===== src/modem_lines_map.vh =====
// register offsets, field positions, reset values for the modem line and receive dma block
`ifndef MODEM_LINES_MAP_VH
`define MODEM_LINES_MAP_VH

// ----------------------------------------------------------------
// register byte offsets
// ----------------------------------------------------------------
`define OFF_MODEM_STATUS   12'h000
`define OFF_MODEM_CONTROL  12'h004
`define OFF_FIFO_CONTROL   12'h008
`define OFF_IRQ_STATUS     12'h00c
`define OFF_IRQ_CLEAR      12'h010
`define OFF_IRQ_ENABLE     12'h014
`define OFF_RX_STATUS      12'h018

// ----------------------------------------------------------------
// field positions
// ----------------------------------------------------------------
`define BIT_CALL_ALERT_NOW     6
`define BIT_CALL_ALERT_CHANGED 2
`define BIT_SEND_REQUEST       1
`define BIT_LOOP_MODE          4
`define BIT_MODEM_IRQ_EN       0
`define BIT_FIFO_ENABLE        0
`define BIT_DMA_MODE_SELECT    3
`define BIT_EVT_CALL_ALERT     0
`define BIT_EVT_DMA_READY      1

// ----------------------------------------------------------------
// reset values and widths
// ----------------------------------------------------------------
`define RST_MODEM_CONTROL  8'h00
`define RST_FIFO_CONTROL   8'h00
`define RST_IRQ_ENABLE     2'h0
`define EVT_WIDTH          2

`endif


===== src/modem_lines_rx_dma_ready.v =====
// call-alert status, send-request control and receive dma ready, with an apb register slave
`timescale 1ns/1ps
`default_nettype none
`include "modem_lines_map.vh"

// Behaviour
// - status bit 6 shows call-alert input now
// - bit 2 set on call-alert rising edge
// - enabled rising edge raises interrupt request
// - control bit 1 set drives send-request low unless loop mode is on
// - send-request high on reset, loop, bit clear
// - send-request never affects transmit or receive
// - fifo mode: control bit 3 picks dma type
// - character mode uses dma mode 0 only
// - mode 1: controller drains fifo without pause
// - mode 0: ready low while any character held
// - mode 0: ready high when nothing held
// - mode 1: ready low on trigger or timeout
// - mode 1: ready stays low until empty
// - master reset clears registers, sets outputs
module modem_lines_rx_dma_ready (
    input  wire        clk,              // 50 mhz system clock
    input  wire        rst,              // master reset, synchronous, active high
    input  wire        psel,             // apb select
    input  wire        penable,          // apb access phase
    input  wire        pwrite,           // apb direction
    input  wire [11:0] paddr,            // apb byte address
    input  wire [31:0] pwdata,           // apb write data
    output wire        pready,           // apb ready
    output reg  [31:0] prdata,           // apb read data
    output wire        pslverr,          // apb error
    input  wire        call_alert_in,    // call-alert level from the modem
    output reg         sendRequestN,     // send-request to the modem, active low
    input  wire [4:0]  rxCount,          // characters in receive fifo plus holding register
    input  wire        rxTriggerHit,     // receive trigger level reached
    input  wire        rxTimeout,        // receive time-out
    output reg         receive_dma_ready_n, // receive dma ready, active low
    output wire        modemStatusIrq,   // modem status interrupt request to uart core
    output wire        irq               // block interrupt, level, active high
);

    // ----------------------------------------------------------------
    // registers and internal signals
    // ----------------------------------------------------------------
    reg  [7:0] modem_control_reg;        // modem control
    reg  [7:0] fifoControl_reg;          // fifo control
    reg  [1:0] irqEnable_reg;            // interrupt enable
    reg        callAlertPrev_reg;        // last sampled call-alert level
    reg        dmaLatched_reg;           // mode 1 ready latch
    reg        call_alert_changed;       // change flag in modem status
    wire [1:0] irqStatus;                // sticky event bits
    wire       apbWrite;                 // write access completes
    wire       apbRead;                  // read access completes
    wire       mappedAddr;               // address hits a register
    wire       callAlertRise;            // low to high edge seen
    wire       fifo_enable_bit;          // fifos on
    wire       dma_mode_select_bit;      // dma type select
    wire       dmaMode1;                 // effective mode 1
    wire       anyHeld;                  // at least one character held
    wire       statusRead;               // modem status read
    wire       loopMode;                 // loop mode active
    reg        readyNext;                // next ready level
    reg        readyPrev_reg;            // ready on the prior cycle
    wire [1:0] evtSet;                   // event pulses
    wire [1:0] evtClr;                   // clear pulses

    // ----------------------------------------------------------------
    // apb decode
    // ----------------------------------------------------------------
    // zero wait states keep the bus simple; every access ends in its first access cycle
    assign pready     = 1'b1;
    assign apbWrite   = psel & penable & pwrite;
    assign apbRead    = psel & penable & ~pwrite;
    assign mappedAddr = (paddr == `OFF_MODEM_STATUS)  || (paddr == `OFF_MODEM_CONTROL) ||
                        (paddr == `OFF_FIFO_CONTROL)  || (paddr == `OFF_IRQ_STATUS)    ||
                        (paddr == `OFF_IRQ_CLEAR)     || (paddr == `OFF_IRQ_ENABLE)    ||
                        (paddr == `OFF_RX_STATUS);
    // unmapped addresses answer with an error and read zero
    assign pslverr    = psel & penable & ~mappedAddr;
    assign statusRead = apbRead & (paddr == `OFF_MODEM_STATUS);

    // ----------------------------------------------------------------
    // control registers
    // ----------------------------------------------------------------
    // writes take effect on the access edge only
    always @(posedge clk) begin
        if (rst) begin
            modem_control_reg <= `RST_MODEM_CONTROL;
            fifoControl_reg   <= `RST_FIFO_CONTROL;
            irqEnable_reg     <= `RST_IRQ_ENABLE;
        end else if (apbWrite) begin
            if (paddr == `OFF_MODEM_CONTROL) begin
                modem_control_reg <= pwdata[7:0];
            end else if (paddr == `OFF_FIFO_CONTROL) begin
                fifoControl_reg <= pwdata[7:0];
            end else if (paddr == `OFF_IRQ_ENABLE) begin
                irqEnable_reg <= pwdata[`EVT_WIDTH-1:0];
            end
        end
    end

    // ----------------------------------------------------------------
    // call-alert edge and change flag
    // ----------------------------------------------------------------
    assign callAlertRise = call_alert_in & ~callAlertPrev_reg;

    // a rise in the read cycle wins so no edge is lost between reads
    always @(posedge clk) begin
        if (rst) begin
            callAlertPrev_reg  <= 1'b0;
            call_alert_changed <= 1'b0;
        end else begin
            callAlertPrev_reg <= call_alert_in;
            if (callAlertRise) begin
                call_alert_changed <= 1'b1;
            end else if (statusRead) begin
                call_alert_changed <= 1'b0;
            end
        end
    end

    // modem status interrupt toward the uart core, from the change flag
    assign modemStatusIrq = call_alert_changed & modem_control_reg[`BIT_MODEM_IRQ_EN];

    // ----------------------------------------------------------------
    // send-request output
    // ----------------------------------------------------------------
    assign loopMode = modem_control_reg[`BIT_LOOP_MODE];

    // the pin only reports intent; nothing in the datapath reads it
    always @(posedge clk) begin
        if (rst) begin
            sendRequestN <= 1'b1;
        end else begin
            sendRequestN <= ~(modem_control_reg[`BIT_SEND_REQUEST] & ~loopMode);
        end
    end

    // ----------------------------------------------------------------
    // receive dma ready
    // ----------------------------------------------------------------
    assign fifo_enable_bit     = fifoControl_reg[`BIT_FIFO_ENABLE];
    assign dma_mode_select_bit = fifoControl_reg[`BIT_DMA_MODE_SELECT];
    assign dmaMode1            = fifo_enable_bit & dma_mode_select_bit;
    assign anyHeld             = (rxCount != 5'h00);

    // mode 1 relies on the controller draining to empty in one burst
    always @* begin
        if (dmaMode1) begin
            readyNext = ~(anyHeld & (dmaLatched_reg | rxTriggerHit | rxTimeout));
        end else begin
            readyNext = ~anyHeld;
        end
    end

    // latch holds mode 1 ready active until the fifo is empty
    always @(posedge clk) begin
        if (rst) begin
            dmaLatched_reg      <= 1'b0;
            receive_dma_ready_n <= 1'b1;
            readyPrev_reg       <= 1'b1;
        end else begin
            dmaLatched_reg      <= dmaMode1 & ~readyNext;
            receive_dma_ready_n <= readyNext;
            readyPrev_reg       <= receive_dma_ready_n;
        end
    end

    // ----------------------------------------------------------------
    // interrupt status, clear and enable
    // ----------------------------------------------------------------
    assign evtSet[`BIT_EVT_CALL_ALERT] = callAlertRise;
    assign evtSet[`BIT_EVT_DMA_READY]  = readyPrev_reg & ~receive_dma_ready_n;
    assign evtClr = (apbWrite && paddr == `OFF_IRQ_CLEAR) ? pwdata[`EVT_WIDTH-1:0] : 2'h0;

    genvar gi;
    generate
        for (gi = 0; gi < `EVT_WIDTH; gi = gi + 1) begin : gEvt
            edge_flag uFlag (
                .clk        (clk),
                .rst        (rst),
                .setPulse   (evtSet[gi]),
                .clearPulse (evtClr[gi]),
                .flag       (irqStatus[gi])
            );
        end
    endgenerate

    // level interrupt while an enabled status bit stands
    assign irq = |(irqStatus & irqEnable_reg);

    // ----------------------------------------------------------------
    // read mux
    // ----------------------------------------------------------------
    always @* begin
        prdata = 32'h00000000;
        if (paddr == `OFF_MODEM_STATUS) begin
            prdata[`BIT_CALL_ALERT_NOW]     = call_alert_in;
            prdata[`BIT_CALL_ALERT_CHANGED] = call_alert_changed;
        end else if (paddr == `OFF_MODEM_CONTROL) begin
            prdata[7:0] = modem_control_reg;
        end else if (paddr == `OFF_FIFO_CONTROL) begin
            prdata[7:0] = fifoControl_reg;
        end else if (paddr == `OFF_IRQ_STATUS) begin
            prdata[1:0] = irqStatus;
        end else if (paddr == `OFF_IRQ_ENABLE) begin
            prdata[1:0] = irqEnable_reg;
        end else if (paddr == `OFF_RX_STATUS) begin
            prdata[4:0] = rxCount;
            prdata[8]   = receive_dma_ready_n;
            prdata[9]   = dmaMode1;
        end
    end

endmodule

`default_nettype wire


===== src/edge_flag.v =====
// sticky flag set by a hardware event, cleared by a software strobe
`timescale 1ns/1ps
`default_nettype none

module edge_flag (
    input  wire clk,       // system clock
    input  wire rst,       // synchronous reset, active high
    input  wire setPulse,  // hardware event
    input  wire clearPulse,// software clear
    output reg  flag       // sticky flag
);

    // ----------------------------------------------------------------
    // flag storage
    // ----------------------------------------------------------------
    // set beats clear so an event in the clearing cycle survives
    always @(posedge clk) begin
        if (rst) begin
            flag <= 1'b0;
        end else if (setPulse) begin
            flag <= 1'b1;
        end else if (clearPulse) begin
            flag <= 1'b0;
        end
    end

endmodule

`default_nettype wire


===== config.mk =====
export PLATFORM = sky130hd
export DESIGN_NAME = modem_lines_rx_dma_ready
export DESIGN_NICKNAME = d
export VERILOG_FILES = /design/src/modem_lines_rx_dma_ready.v /design/src/edge_flag.v
export VERILOG_INCLUDE_DIRS = /design/src
export SDC_FILE = /design/constraint.sdc
export NUM_CORES = 1
export LEC_CHECK = 0
export BUFFER_PORTS_ARGS = -buffer_cell sky130_fd_sc_hd__buf_2
export CORE_MARGIN = 2
export CORE_UTILIZATION = 47
export DETAILED_ROUTE_END_ITERATION = 8
export PLACE_DENSITY = 0.85
export SLEW_MARGIN = 0
export SYNTH_ARGS = -nofsm -noshare
export SYNTH_HDL_FRONTEND = slang
export SYNTH_HIERARCHICAL = 1
export SYNTH_SLANG_ARGS = --single-unit

===== constraint.sdc =====
create_clock -name clk -period 3.68 [get_ports clk]
set_input_delay 0.736 -clock clk [delete_from_list [all_inputs] [get_ports clk]]
set_output_delay 0.736 -clock clk [all_outputs]
set_load 0.01 [all_outputs]

After elaboration in Yosys (flattened, before gate mapping)
Cells that the tools add are included.
{ "word_totals": {"ff_bits": 26, "in_bits": 57, "out_inout_bits": 38, "wordCells": 85} }
{ "classes": {"eq_ne": 6, "n_mux": 26, "bitwise": 26, "n_reduce_logical": 16} }
{ "ops": {"columns": ["cell", "count"], "rows": [
  ["12-bit by 5-bit equality test with 1-bit output, second input constant", 3],
  ["12-bit by 4-bit equality test with 1-bit output, second input constant", 2],
  ["2-bit 2-to-1 mux", 9],
  ["3-bit 2-to-1 mux", 5],
  ["1-bit AND", 12],
  ["12-bit by 3-bit equality test with 1-bit output, second input constant", 1],
  ["12-bit zero test", 1],
  ["1-bit inverter", 11],
  ["5-bit 2-to-1 mux", 2],
  ["1-bit 2-to-1 mux", 9],
  ["8-bit 2-to-1 mux", 1],
  ["1-bit logical OR", 6],
  ["2-bit nonzero test", 3],
  ["5-bit nonzero test", 1],
  ["4-bit AND reduction", 1],
  ["3-bit AND reduction", 1],
  ["2-bit AND", 1],
  ["1-bit bitwise OR", 2],
  ["2-bit AND reduction", 1],
  ["2-bit OR reduction", 1],
  ["1-bit logical AND", 1]
]} }

Logic depth before layout (Yosys ltp)
Gate-level depths: netlist (run 1).
{ "depth": {"word_depth": 9, "ltp_mapped": 7, "mapped_depth_nobuf": 6} }

By module
Netlist (run 1), hierarchy kept.
{ "modules_own_cells": {"columns": ["module", "n_inst", "cells_per_inst", "area_each_um2", "seq_area_each_um2"], "rows": [
  ["modem_lines_rx_dma_ready", 1, 188, 1546.5, 480.5],
  ["edge_flag", 2, 4, 38.8, 20.0]
]} }

Least setup slack after synthesis (run 1)
OpenSTA, ideal clock, no wires.
{ "synth_timing": {"path_type": "input -> output", "from": "in paddr[9]", "to": "out prdata[1]", "arrival_ps": 2384, "t_required_ps": 2944, "setup_slack_ps": 560, "cell_stages": 5, "n_path_buf": 1, "cell_sequence": "or4_4 > buf_6 > nor3_2 > nand4_1 > a2111oi_0"} }
{ "synth_between": {"elab_chain_cells": 7} }
{ "synth_rtl": {"columns": ["item", "line_no", "text"], "rows": [
  ["from (decl)", "modem_lines_rx_dma_ready.v:27", "input wire [11:0] paddr,"],
  ["12-bit by 5-bit equality test with 1-bit output (no line)", null, null],
  ["5-bit 2-to-1 mux", "modem_lines_rx_dma_ready.v:208", "end else if (paddr == `OFF_RX_STATUS) begin"],
  ["2-bit 2-to-1 mux", "modem_lines_rx_dma_ready.v:206", "end else if (paddr == `OFF_IRQ_ENABLE) begin"],
  ["2-bit 2-to-1 mux", "modem_lines_rx_dma_ready.v:204", "end else if (paddr == `OFF_IRQ_STATUS) begin"],
  ["5-bit 2-to-1 mux", "modem_lines_rx_dma_ready.v:202", "end else if (paddr == `OFF_FIFO_CONTROL) begin"],
  ["8-bit 2-to-1 mux", "modem_lines_rx_dma_ready.v:200", "end else if (paddr == `OFF_MODEM_CONTROL) begin"],
  ["2-bit 2-to-1 mux (*)", "modem_lines_rx_dma_ready.v:197", "if (paddr == `OFF_MODEM_STATUS) begin"],
  ["to (decl)", "modem_lines_rx_dma_ready.v:30", "output reg [31:0] prdata,"]
]} }
Every way passes the cells marked *; elsewhere a longest branch is shown, timed or not.

Worst setup path in the final report (run 1)
{ "layout_timing": {"from": "in paddr[0]", "to": "out prdata[1]"} }
Same word-level chain as after synthesis.

==> results of run 1 <==
[how the worst max path moves through the flow]
stage / startpoint / endpoint / depth (start not counted)
global placement: paddr[0] / prdata[1] / 6
global route: paddr[0] / prdata[1] / 6
floorplan: paddr[9] / prdata[1] / 5
CTS: paddr[0] / prdata[1] / 6
detailed placement: paddr[0] / prdata[1] / 6
finish: paddr[0] / prdata[1] / 6
[through the flow]
| stage | total power, W | cell area (sq um) | worst slack (ps) | utilization | instances |
|---|---|---|---|---|---|
| finish | 0.0005672 | 1847 | 580.3 | 0.5534 | 283 |
| global route | 0.0005915 | 1847 | 510.0 | 0.5534 | 283 |
| CTS | 0.0005685 | 1847 | 563.6 | 0.5534 | 283 |
| detailed placement | 0.0003710 | 1794 | 577.7 | 0.5377 | 279 |
| global placement | 0.0003701 | 1794 | 576.8 | 0.5377 | 279 |
| floorplan | 0.0003584 | 1703 | 560.1 | - | 217 |
[layer usage]
| layer | GRT usage | wire, um | up-vias |
|---|---|---|---|
| li1 | - | - | 725 |
| met1 | 0.2302 | 1511 | 705 |
| met2 | 0.3441 | 1941 | 51 |
| met3 | 0.03243 | 182 | 7 |
| met4 | 0.07778 | 71 | 0 |
| met5 | 0 | 0 | - |
[logic make-up (layout without fill, tap and decap cells)]
family,Yosys count,in the layout
mux,15,15
buf+inv,38,58
simple gates,75,75
flops,26,26
other cells,2,23
compound gates,40,40
[power groups by stage]
stage	clock network, W	registers, W	logic [W]
after global routing	0.000217	0.000290	0.0000850
after detailed placement	0	0.000295	0.0000764
after CTS	0.000203	0.000289	0.0000769
after global placement	0	0.000294	0.0000756
after floorplan	0	0.000294	0.0000641
final	0.000201	0.000289	0.0000775
[cell usage in the layout, fill, tap and decap left out, types with 2 or more instances in the layout]
cell	count
buf_2	47
dfxtp_1	26
conb_1	23
nand2b_1	20
mux2i_1	14
a21oi_1	12
nand3_1	11
o21ai_1	10
nand2_1	9
nor2_1	7
nor2b_1	5
and2_1	4
nor3_1	4
inv_1	4
and3_1	3
o21ai_0	3
clkbuf_4	3
buf_4	3
or4_4	2
a32o_1	2
o21a_1	2
a2111oi_0	2
a21oi_2	2
[final cells by class]
| type | instances | area, sq um |
|---|---|---|
| multi-input cells | 153 | 943.4 |
| clock inverters | 1 | 30.03 |
| repair buffers | 50 | 257.7 |
| flip-flops and latches | 26 | 520.5 |
| clock buffers | 3 | 22.52 |
| well taps | 46 | 57.56 |
| fillers | 319 | 1490 |
| inverters | 4 | 15.01 |
==> results.toml, run 1 <==
[drt]
vias = 1488
avgRoutedWirePerCell_um = 13.10
routed_via_density = 5.258
drc = 0
ant_nets = 0
drt-initial-drc-count = 62
routed_wl_um = 3707
drt-pass1-iter-count = 7

[setup_path]
rr_worst_depth = 3
path_class = "in2out"
path_cells = "buf_2, or4_4, nor3_2, nand4_1, a2111oi_0, buf_2"
rr_startpoint = "fifoControl_reg[0]"
worstPathRequired_ps = 2940
cpMostUsedCell = "buf_2"
path_buf_inv = 2
rrSetupSlack_ps = 2650
cpPeakStageDelay_ps = 580
worstReg2RegEnd = "dmaLatched_reg"
slowest_stage = "or4_4"
critPathLaunchType = "input port"
worstPathArrival_ps = 2360
cp_max_fo = 6
path_delay_family = "simple AND/OR/NAND/NOR gates"
endpoint_kind = "primary output"

[clocking]
clock_latency_ps = 340
post_cts_buffers = 0
clkSlewWorstSetupHoldPaths_ps = 150
htreeDepth = 1
numCtsBuffers = 3
clock_sinks = 26
clockRootBuffer = "clkbuf_4"
clk_path_buf_depth = 2
hold_buffers = 0
cts_tree = "yes"
post_cts_resized = 0

[cells_and_area]
nets = 295
n_antenna_cell = 0
area_delta_synth_final_pct = 13.71
drive_gt1_frac = 0.2743

[hold_path]
min_from = "dmaLatched_reg"
min_to = "receive_dma_ready_n"
min_path_cells = 1
min_path_type = "reg2reg"

[power]
pwr-share-comb = 0.137
p_seq_frac = 0.509
p_int_w = 0.0004258
power_frac_clock = 0.355
pwr_density_cell_mw_per_mm2 = 307.1
p_leak_nw = 0.8182
power.share.switching = 0.2493
p_sw_w = 0.0001414
ir_drop_mv = 0.1413

[logic_synthesis]
synth_compound_area_frac = 0.1556
post_synth_and_or_nand_nor_area_fraction = 0.2789
yosys-top-cells-area = "dfxtp_1, buf_4, mux2i_1, nand2b_1, a21oi_1"
synthArstFlopShare = 0
synth-edff-count = 0
synth_seq_cells = 26
synth_common_cells = "dfxtp_1, buf_4, nand2b_1"
yosysWarnings = 6
yosysTopAreaCell = "dfxtp_1"
yosys-mux-area-fraction = 0.09322
synthAdderAreaFrac = 0
synth_cell_types = 43
synth_top_flop_cell = "dfxtp_1"
seq_area_frac_synth = 0.3205
netlist_instances = 196
netlist.area_leader.share = 0.3205
yosysMostFrequentCell = "dfxtp_1"
synth_top_family_by_area = "simple AND/OR/NAND/NOR gates"
synthXorXnorAreaFrac = 0
syn_area_sq_mm = 0.001624
avgSynthCellArea_sq_um = 8.286

[sta]
worst_pin_slew_ps = 508.7
finalSetupTns_ps = 0
skew_ps = 9.052
fin_crit_sh = 0.8423
hold_viol = 0
max_freq_mhz = 322.6
maxSlewHeadroom = 0.6609
rsz0062_at_grt = "false"
min_period_ps = 3100
finalMaxSlewViolations = 0
whs_ps = 458.5
setup-violations-final = 0

[floorplan]
coreArea_sq_mm = 0.003337
dieHeight_um = 62.79
row_count = 21
initial_core_util = 0.4867
dieArea_sq_mm = 0.003942
die_w_um = 62.79
io_pins = 95

[placed_design]
dp_hpwl_um = 2734
place_congestion = 0.7889
io_buffers = 47

[global_route]
antenna_found_initial = 0
overflow = 0
track_usage = 0.1935
grt_pass1_wl_um = 6099
grt_max_degree = 34
first_global_vias = 1378

[job]
cap_viol_max_count = 0

[outcome]
status = "completed"
Note: power is estimated with default switching activity, not from simulation.
==> run 2, diff against run 1 <==
- CORE_UTILIZATION: 47 -> 39
- PLACE_DENSITY: 0.85 -> 0.76
- clock period: 3.68 -> 2.55 ns (I/O delays scaled with it)
==> run 2 against run 1 <==
Effect of this change: final area increased by 7.7%; largest cell class unchanged; core utilization shrank 5.6 points; via count increased by 0.67%; global-route usage decreased by 2.0 points; setup slack worse by 620 ps; the flow now finishes with violations (setup timing).
==> results.toml, run 2 (synthesized netlist as in run 1, its figures left out) <==
[power]
total_power_w = 0.0008071
p_sw_w = 0.0002080
p_seq_frac = 0.515
pwr-share-comb = 0.154
power.share.switching = 0.2577
p_int_w = 0.0005991
p_leak_nw = 0.8836
power_frac_clock = 0.331
pwr_density_cell_mw_per_mm2 = 406.0
ir_drop_mv = 0.2245

[cells_and_area]
final_common_cell = "buf_2"
fillers = 407
seqCellArea_sq_um = 520.5
area_delta_synth_final_pct = 22.42
final_cell_mix = "buf_2, dfxtp_1, conb_1"
nets = 305
finalNonFillerCells = 297
multiInputGateArea_sq_um = 989.7
n_antenna_cell = 0
drive_gt1_frac = 0.3198
design_area_sq_mm = 0.001988

[placed_design]
dp_cells = 291
io_buffers = 47
dp_hpwl_um = 2872
placed_area_sq_mm = 0.001866
place_congestion = 0.7543

[setup_path]
cp_max_fo = 7
worstPathArrival_ps = 2080
rr_startpoint = "fifoControl_reg[0]"
critPathLaunchType = "input port"
rrSetupSlack_ps = 1550
critPathLaunch = "paddr[10]"
worstPathRequired_ps = 2040
endpoint_kind = "primary output"
worstReg2RegEnd = "dmaLatched_reg"
rr_worst_depth = 3
path_class = "in2out"

[clocking]
clockRootBuffer = "clkbuf_8"
clkSlewWorstSetupHoldPaths_ps = 90
htreeDepth = 1
clock_sinks = 26
hold_buffers = 0
clock_latency_ps = 270
cts_tree = "yes"
clk_path_buf_depth = 2
numCtsBuffers = 3

[job]
cap_viol_max_count = 0

[floorplan]
row_count = 23
initial_core_util = 0.4060
dieHeight_um = 68.53
dieArea_sq_mm = 0.004696
coreArea_sq_mm = 0.004000
io_pins = 95
die_w_um = 68.53

[drt]
avgRoutedWirePerCell_um = 13.19
drt-pass1-iter-count = 4
drt-initial-drc-count = 53
routed_via_density = 5.044
routed_wl_um = 3917
ant_nets = 0
vias = 1498
drc = 0

[hold_path]
min_path_type = "in2reg"
min_from = "rxTimeout"
min_to = "receive_dma_ready_n"
min_path_cells = 2

[outcome]
status = "finished with violations"
violations = "setup timing"

[sta]
min_period_ps = 2587
hold_viol = 0
worst_pin_slew_ps = 489.8
finalSetupTns_ps = -36.86
max_freq_mhz = 386.6
rsz0062_at_grt = "true"
fin_crit_sh = 1.014
setup-violations-final = 1
finalMaxSlewViolations = 0
maxSlewHeadroom = 0.6650
worst_slack_ps = -36.86
skew_ps = 1.169

[global_route]
grt_pass1_wl_um = 6120
grt_max_degree = 34
track_usage = 0.1730
overflow = 0
antenna_found_initial = 0
first_global_vias = 1345
==> run 2: changes by cell type in the layout (fill, tap and decap cells not counted), moves of 2 or more <==
cell,change
clkbuf_8,+4
buf_6,+2
clkbuf_4,-3
buf_4,+10
buf_2,-2
==> run 2: critical path, stage by stage <==
cell and delay, ps:
buf_6 90, or4_4 620, a31oi_4 170, o211ai_1 110, a2111oi_2 390, buf_2 190
==> run 2: worst max-delay path by stage <==
stage | slack [ps] | end
2_1_floorplan | 90 | prdata[1]
5_1_grt | -70 | prdata[1]
3_5_place_dp | -70 | prdata[4]
3_3_place_gp | -50 | prdata[4]
6_report | -40 | prdata[1]
4_1_cts | -10 | prdata[1]
==> run 2: routing by layer <==
layer / track usage / wire length [um] / up-vias / share of wire
li1: - / - / 739 / -
met1: 0.2227 / 1722 / 718 / 0.44
met2: 0.2921 / 1983 / 37 / 0.51
met3: 0.03084 / 143 / 4 / 0.037
met4: 0.05500 / 68 / 0 / 0.017
met5: 0 / 0 / - / 0
==> run 2: per-stage QoR <==
step	hold slack, ps	worst slack (ps)	util
finish	436.5	-36.86	0.4970
detailed placement	406.8	-73.66	0.4664
CTS	436.1	-11.49	0.4883
global route	431.3	-66.15	0.4970
floorplan	367.4	91.77	-
global placement	420.6	-50.81	0.4664
==> run 2: area by class of cell <==
type,count,share of cell area
inverter,4,0.007552
multi-input combinational,153,0.4978
timing repair buffer,60,0.1737
clock buffer,4,0.02769
sequential,26,0.2618
tap,50,0.03147
==> run 2: power by group through the flow <==
stage	Combinational, W	Clock, W	Sequential [W]
floorplan	0.0000928	0	0.000425
global placement	0.000116	0	0.000425
detailed placement	0.000117	0	0.000425
CTS	0.000119	0.000271	0.000416
global route	0.000139	0.000288	0.000417
finish	0.000124	0.000267	0.000416
==> run 2: timing repair <==
item / in CTS / in global routing
resized for setup: 3 / 4
setup endpoints to repair: 7 / 8
pin swaps: 5 / 1
setup buffers: 2 / 0
